$ cat config.mk
export PLATFORM = sky130hd
export DESIGN_NAME = loop_clock_ctrl
export DESIGN_NICKNAME = d
export VERILOG_FILES = /design/src/shared/clk_ctrl_pkg.sv /design/src/core/clk_divider.sv /design/src/core/loop_clock_ctrl.sv
export SDC_FILE = /design/constraint.sdc
export NUM_CORES = 1
export LEC_CHECK = 0
export ABC_AREA = 1
export BUFFER_PORTS_ARGS = -buffer_cell sky130_fd_sc_hd__buf_2
export CAP_MARGIN = 10
export CELL_PAD_IN_SITES_DETAIL_PLACEMENT = 0
export CELL_PAD_IN_SITES_GLOBAL_PLACEMENT = 1
export CORE_MARGIN = 1
export CORE_UTILIZATION = 43
export DETAILED_ROUTE_END_ITERATION = 6
export HOLD_SLACK_MARGIN = 0.12
export PLACE_DENSITY_LB_ADDON = 0.25
export SLEW_MARGIN = 25
export SYNTH_ARGS = -nofsm -noshare
export SYNTH_HDL_FRONTEND = slang
export SYNTH_SLANG_ARGS = --single-unit
$ cat constraint.sdc
create_clock -name sys_clk_in -period 2.62 [get_ports sys_clk_in]
set_clock_uncertainty 0.15 [all_clocks]
set_input_delay 0 -clock sys_clk_in [delete_from_list [all_inputs] [get_ports sys_clk_in]]
set_output_delay 0 -clock sys_clk_in [all_outputs]
set_load 0.01 [all_outputs]
$ cat src/shared/clk_ctrl_pkg.sv
// Constants and types for the oscillator and loop clock control
// Function
// - Valid flag low until amplitude settles
// - Reference select: zero internal, one external
// - Internal divide applies before pre-divider
// - Reference divided by five-bit pre-divider
// - Output equals reference times N over M
// - Lock flag only when loop stable
// - Both enable bits may clear together
// - Pre-divider zero divides by 32
// - Multiplier zero multiplies by 256
// - Loop held in reset while run clear
package clk_ctrl_pkg;
    localparam int CLK_MHZ          = 200;
    localparam int XTAL_SETTLE_US   = 1000;
    localparam int XTAL_SETTLE_CYC  = XTAL_SETTLE_US * CLK_MHZ;
    localparam int LOCK_TIME_US     = 20;
    localparam int LOCK_TIME_CYC    = LOCK_TIME_US * CLK_MHZ;
    localparam logic [4:0] PREDIV_RST = 5'h01;
    localparam logic [7:0] MUL_RST    = 8'h01;
    localparam logic [5:0] FLT_RST    = 6'h31;
    localparam logic [5:0] PREDIV_ZERO_DIV = 6'h20;
    localparam logic [8:0] MUL_ZERO_FACTOR = 9'h100;
    localparam logic [1:0] SRC_INTERNAL = 2'h0;
    localparam logic [1:0] SRC_EXTERNAL = 2'h1;
    localparam logic [1:0] SRC_LOOP     = 2'h2;
    localparam logic [2:0] XMODE_CRYSTAL = 3'h6;

    typedef struct packed {
        logic       reference_select;
        logic       run_enable;
        logic       bias_power;
        logic [4:0] predivide_value;
        logic [7:0] multiply_value;
        logic [3:0] loop_filter_range;
        logic [1:0] current_osc_range;
    } loop_cfg_t;

    typedef struct packed {
        logic       lock_flag;
        logic       crystal_valid_flag;
        logic [5:0] effective_div;
        logic [8:0] effective_mul;
    } loop_status_t;
endpackage

$ cat src/core/clk_divider.sv
// Programmable clock-enable divider: one pulse per div_in enables
`timescale 1ns/1ps
module clk_divider
    import clk_ctrl_pkg::*;
#(
    parameter int WIDTH = 6
)(
    // Clock and reset
    input  wire logic             sys_clk_in,
    input  wire logic             sys_rst_in,
    input  wire logic             clk_en_in,
    // Divider
    input  wire logic             hold_in,
    input  wire logic             tick_in,
    input  wire logic [WIDTH-1:0] div_in,
    output logic                  tick_out
);
    logic [WIDTH-1:0] count_q;

    always_ff @(posedge sys_clk_in)
    begin
        if (sys_rst_in || (clk_en_in && hold_in))
        begin
            count_q  <= '0;
            tick_out <= 1'b0;
        end
        else if (clk_en_in)
        begin
            tick_out <= 1'b0;
            if (tick_in)
            begin
                if (count_q >= div_in - WIDTH'(1))
                begin
                    count_q  <= '0;
                    tick_out <= 1'b1;
                end
                else
                begin
                    count_q <= count_q + WIDTH'(1);
                end
            end
        end
    end
endmodule

$ cat src/core/loop_clock_ctrl.sv
// Crystal validity sequencing, loop reference path, lock and source switch
`timescale 1ns/1ps
module loop_clock_ctrl
    import clk_ctrl_pkg::*;
#(
    parameter int XTAL_CYC = XTAL_SETTLE_CYC,
    parameter int LOCK_CYC = LOCK_TIME_CYC
)(
    // Clock and reset
    input  wire logic         sys_clk_in,
    input  wire logic         sys_rst_in,
    input  wire logic         clk_en_in,
    // Oscillator inputs as enable ticks
    input  wire logic         int_osc_tick_in,
    input  wire logic         ext_osc_tick_in,
    input  wire logic [1:0]   internal_osc_divide_in,
    input  wire logic [2:0]   external_osc_mode_in,
    // Loop configuration and source select
    input  wire loop_cfg_t    cfg_in,
    input  wire logic [1:0]   clock_source_sel_in,
    // Status and clock ticks
    output loop_status_t      status_out,
    output logic              pfd_tick_out,
    output logic              sys_tick_out,
    output logic [1:0]        active_source_out
);
    // ----------------------------------------------------------------
    // Crystal settle
    // ----------------------------------------------------------------
    logic        xtal_on;
    logic [31:0] xtal_cnt_q;
    logic        xtal_valid_q;
    assign xtal_on = (external_osc_mode_in[2:1] == XMODE_CRYSTAL[2:1]);

    // valid held low until settle count ends
    always_ff @(posedge sys_clk_in)
    begin
        if (sys_rst_in || (clk_en_in && !xtal_on))
        begin
            xtal_cnt_q   <= '0;
            xtal_valid_q <= 1'b0;
        end
        else if (clk_en_in && !xtal_valid_q)
        begin
            if (xtal_cnt_q >= 32'(XTAL_CYC - 1))
                xtal_valid_q <= 1'b1;
            else
                xtal_cnt_q <= xtal_cnt_q + 32'h1;
        end
    end

    // ----------------------------------------------------------------
    // Reference path
    // ----------------------------------------------------------------
    function automatic logic [5:0] prediv_of(input logic [4:0] m);
        return (m == 5'h00) ? PREDIV_ZERO_DIV : {1'b0, m};
    endfunction

    function automatic logic [8:0] mul_of(input logic [7:0] n);
        return (n == 8'h00) ? MUL_ZERO_FACTOR : {1'b0, n};
    endfunction

    logic [5:0] int_div;
    logic       int_div_tick;
    logic       ref_tick;
    logic       loop_reset;
    assign int_div = 6'h1 << (2'h3 - internal_osc_divide_in);

    // internal oscillator divide before reference mux
    clk_divider #(.WIDTH(6)) u_int_div (
        .sys_clk_in (sys_clk_in),
        .sys_rst_in (sys_rst_in),
        .clk_en_in  (clk_en_in),
        .hold_in    (1'b0),
        .tick_in    (int_osc_tick_in),
        .div_in     (int_div),
        .tick_out   (int_div_tick)
    );

    assign ref_tick = cfg_in.reference_select ? ext_osc_tick_in : int_div_tick;
    // run and bias may clear together
    // loop held in reset while run clear
    assign loop_reset = !cfg_in.run_enable || !cfg_in.bias_power;

    clk_divider #(.WIDTH(6)) u_pre_div (
        .sys_clk_in (sys_clk_in),
        .sys_rst_in (sys_rst_in),
        .clk_en_in  (clk_en_in),
        .hold_in    (loop_reset),
        .tick_in    (ref_tick),
        .div_in     (prediv_of(cfg_in.predivide_value)),
        .tick_out   (pfd_tick_out)
    );

    // ----------------------------------------------------------------
    // Lock
    // ----------------------------------------------------------------
    logic [31:0] lock_cnt_q;
    logic        lock_q;
    loop_cfg_t   cfg_seen_q;

    // lock after stable interval of same config
    // cleared on run or bias drop
    always_ff @(posedge sys_clk_in)
    begin
        if (sys_rst_in)
        begin
            lock_cnt_q <= '0;
            lock_q     <= 1'b0;
            cfg_seen_q <= '0;
        end
        else if (clk_en_in)
        begin
            cfg_seen_q <= cfg_in;
            if (loop_reset || cfg_seen_q != cfg_in)
            begin
                lock_cnt_q <= '0;
                lock_q     <= 1'b0;
            end
            else if (!lock_q)
            begin
                if (lock_cnt_q >= 32'(LOCK_CYC - 1))
                    lock_q <= 1'b1;
                else
                    lock_cnt_q <= lock_cnt_q + 32'h1;
            end
        end
    end

    // ----------------------------------------------------------------
    // Loop output tick: N outputs per divided reference period
    // ----------------------------------------------------------------
    logic [8:0] out_left_q;
    logic       loop_tick_q;
    // output rate is reference times N over M
    always_ff @(posedge sys_clk_in)
    begin
        if (sys_rst_in || (clk_en_in && loop_reset))
        begin
            out_left_q  <= '0;
            loop_tick_q <= 1'b0;
        end
        else if (clk_en_in)
        begin
            loop_tick_q <= 1'b0;
            if (pfd_tick_out)
                out_left_q <= mul_of(cfg_in.multiply_value);
            else if (out_left_q != 9'h0)
            begin
                out_left_q  <= out_left_q - 9'h1;
                loop_tick_q <= 1'b1;
            end
        end
    end

    // ----------------------------------------------------------------
    // Glitch-free source switch
    // ----------------------------------------------------------------
    logic [1:0] src_q;
    logic       cur_tick;
    always_comb
    begin
        unique case (src_q)
            SRC_EXTERNAL: cur_tick = ext_osc_tick_in;
            SRC_LOOP:     cur_tick = loop_tick_q;
            default:      cur_tick = int_div_tick;
        endcase
    end

    // change source only at old source edge
    always_ff @(posedge sys_clk_in)
    begin
        if (sys_rst_in)
        begin
            src_q        <= SRC_INTERNAL;
            sys_tick_out <= 1'b0;
        end
        else if (clk_en_in)
        begin
            sys_tick_out <= cur_tick;
            if (cur_tick && clock_source_sel_in != 2'h3)
                src_q <= clock_source_sel_in;
        end
    end

    assign active_source_out = src_q;
    assign status_out = '{lock_flag:          lock_q,
                          crystal_valid_flag: xtal_valid_q,
                          effective_div:      prediv_of(cfg_in.predivide_value),
                          effective_mul:      mul_of(cfg_in.multiply_value)};
endmodule

==> impl_metrics.json <==
{
  "outcome": "finished, final reports clean",
  "avgRoutedWirePerCell_um": 12.6,
  "power.density_mw_per_mm2": 661,
  "worstSkewPairLatency_ns": 0.42,
  "critical_path_depth": 10,
  "async_reset_ff_frac": 0,
  "start_util": 0.449,
  "post-route-util": 0.555,
  "yosysMostFrequentCell": "nand2_1",
  "root_buffer": "clkbuf_16",
  "worstPathCellList": "inv_1 > ha_2 > nand2_1 > nor2_1 > nand3_1 > nand2_2 > clkinvlp_4 > o21ai_0 > a31oi_1 > dlygate4sd3_1",
  "area_growth_pct": 23.7,
  "drt_iter0_drc": 378,
  "die_x_um": 120,
  "ant_nets": 0,
  "crit_fanout": 5,
  "antenna_found_initial": 0,
  "netlist_area_mm2": 0.00604,
  "cp-end-kind": "flop",
  "critical_path.max_stage_delay_ns": 0.55,
  "path_class": "reg -> reg",
  "ys_types": 40,
  "hpwl_mm": 10.0,
  "ctsHtreeMaxLevel": 4,
  "numCtsBuffers": 17,
  "synth_area_leaders": "dfxtp_1 (38%), nand2_1 (13%), inv_1 (7.1%), nor2_1 (6.3%), a21oi_1 (5.3%)",
  "critPathLaunchType": "flop",
  "gp_congestion": 0.879,
  "synth_nets": 919,
  "yosys_warnings": 0,
  "finalWirelength_mm": 14.5,
  "drive_gt1_frac": 0.149,
  "portBuffers": 53,
  "leakage_nw": 3.17,
  "total_power_w": 0.00494,
  "dr_wl_met3_um": 480,
  "cts_tree": "yes",
  "cpMaxStageDelayCell": "dlygate4sd3_1",
  "ys_seq_area_frac": 0.381,
  "tightestPinTransition_ns": 0.888,
  "r2r_cells": 10,
  "dr_wl_met2_mm": 6.61,
  "fin_crit_sh": 0.933,
  "highest_layer": "met4",
  "synth_common_cells": "nand2_1 (205), dfxtp_1 (115), inv_1 (114), nor2_1 (102), a21oi_1 (64)",
  "synth_edf_count": 0,
  "ir_worst_vdd_mv": 0.439,
  "fp.dieArea_mm2": 0.0145,
  "critPathArrivalTime_ns": 2.60,
  "hp-class": "reg -> reg",
  "firstDrtPassIters": 5,
  "ys_seq_elements": 115,
  "final_nets": 1006,
  "core_area_mm2": 0.0135,
  "drv_cap": 0,
  "grt_max_degree": 34,
  "synthFlopType": "dfxtp_1",
  "min_path_cells": 2,
  "die_h_um": 120,
  "slew_viol_final": 0,
  "rows": 42,
  "track_usage": 0.210,
  "cp.buffers_inverters": 3,
  "syn_avg_cell_area_um2": 6.96,
  "synth_top_area_frac": 0.381,
  "setup_viol_count_final": 0,
  "cp_data_required_time_ns": 2.77,
  "synth_cells": 868,
  "viasPerCell": 4.91,
  "grt_overflow": 0,
  "io_pins": 55,
  "clkTransAtPathRegs_ns": 0.06,
  "clock-sinks": 115,
  "grt_pass1_wl_mm": 24.0,
  "fin_crit_ns": 2.44,
  "clock_path_buffers": 2,
  "drc": 0,
  "synth_area_leader_cell": "dfxtp_1",
  "diodes": 0,
  "vias": 5615,
  "grt_pass1_vias": 5311,
  "path_delay_family": "buffers and inverters",
  "maxSlewHeadroom": 0.404,
  "max_freq_ghz": 0.409,
  "wl_met1_mm": 7.11,
  "hold_viol_final": 0
}
[metal layers]
metal,GRT usage,vias up
li1,-,2935
met1,0.263,2563
met2,0.349,99
met3,0.0472,18
met4,0.0849,0
met5,0,-
[worst reg2reg max path, cell delays in order, from the launching register on]
cell           delay (ns)
dfxtp_1              0.32
inv_1                0.13
ha_2                 0.22
nand2_1              0.12
nor2_1               0.16
nand3_1              0.11
nand2_2              0.15
clkinvlp_4           0.17
o21ai_0              0.19
a31oi_1              0.06
dlygate4sd3_1        0.55
[worst paths after layout]
kind	from	end	slack, ns
max reg2reg	out_left_q[0]$_SDFFE_PP0P_	out_left_q[5]$_SDFFE_PP0P_	0.18
min reg2reg	xtal_cnt_q[19]$_SDFFE_PP0P_	xtal_cnt_q[19]$_SDFFE_PP0P_	0.27
min	xtal_cnt_q[19]$_SDFFE_PP0P_	xtal_cnt_q[19]$_SDFFE_PP0P_	0.27
max	out_left_q[0]$_SDFFE_PP0P_	out_left_q[5]$_SDFFE_PP0P_	0.18
[per-stage QoR]
| stage | worst slack (ns) | std cells | area, um^2 | hold WS [ns] | setup TNS, ns |
|---|---|---|---|---|---|
| global placement | 0.505 | 1061 | 6370 | 0.0660 | 0 |
| CTS | 0.0244 | 1138 | 7410 | 0.270 | 0 |
| finish | 0.176 | 1144 | 7470 | 0.273 | 0 |
| floorplan | 0.813 | 868 | 6040 | -0.0993 | 0 |
| global route | -0.00638 | 1144 | 7470 | 0.296 | -0.00638 |
| detailed placement | 0.448 | 1061 | 6370 | 0.0672 | 0 |
[sequential cells by signal, summed over array words and instances (netlist names)]
name	flops
active_source_out	2
cfg_seen_q	22
lock_cnt_q	32
lock_q	1
loop_tick_q	1
out_left_q	9
sys_tick_out	1
u_int_div.count_q	6
u_int_div.tick_out	1
u_pre_div.count_q	6
u_pre_div.tick_out	1
xtal_cnt_q	32
xtal_valid_q	1
[final cells by class]
| class | count | area, um^2 |
|---|---|---|
| inverter | 119 | 457 |
| timing repair inverter | 1 | 5.00 |
| sequential | 115 | 2300 |
| tap | 176 | 220 |
| clock buffer | 18 | 439 |
| multi-input combinational | 591 | 3090 |
| fill | 1302 | 5980 |
| clock inverter | 14 | 153 |
| timing repair buffer | 110 | 806 |
[report_power, final]
group	total, W	switching, W	internal [W]	leakage [nW]
registers	0.00187	0.0000499	0.00182	0.935
logic	0.000760	0.000445	0.000315	1.96
clock network	0.00231	0.000876	0.00143	0.280
[layout by cell type, fill, tap and decap left out, drive strengths merged, types with 5 or more instances in the layout]
master | synthesis | final
a21oi | 67 | 67
a31oi | 6 | 6
buf | 18 | 65
clkbuf | 25 | 18
clkinv | 1 | 5
clkinvlp | 0 | 7
dfxtp | 115 | 115
dlygate4sd3 | 0 | 45
ha | 17 | 17
inv | 118 | 120
nand2 | 208 | 208
nand3 | 32 | 32
nand4 | 33 | 33
nor2 | 108 | 108
nor3 | 29 | 29
nor3b | 6 | 6
o21ai | 40 | 40
xnor2 | 8 | 8
xor2 | 24 | 24
[timing repair]
| item | in CTS | in global routing |
|---|---|---|
| hold endpoints to repair | 87 | 0 |
| endpoints found under the setup margin | 0 | 2 |
| hold buffers | 45 | 0 |
| setup buffers | 0 | 5 |
| gates resized for setup | 0 | 5 |
[logic make-up after synthesis]
logic type,after synthesis,synth area share
xor+xnor,32,0.0464
other cells,1,0.000621
buf+inv,162,0.109
simple gates,421,0.321
compound gates,120,0.106
flops,115,0.381
fa+ha+maj,17,0.0352
(Power assumes the default switching activity.)
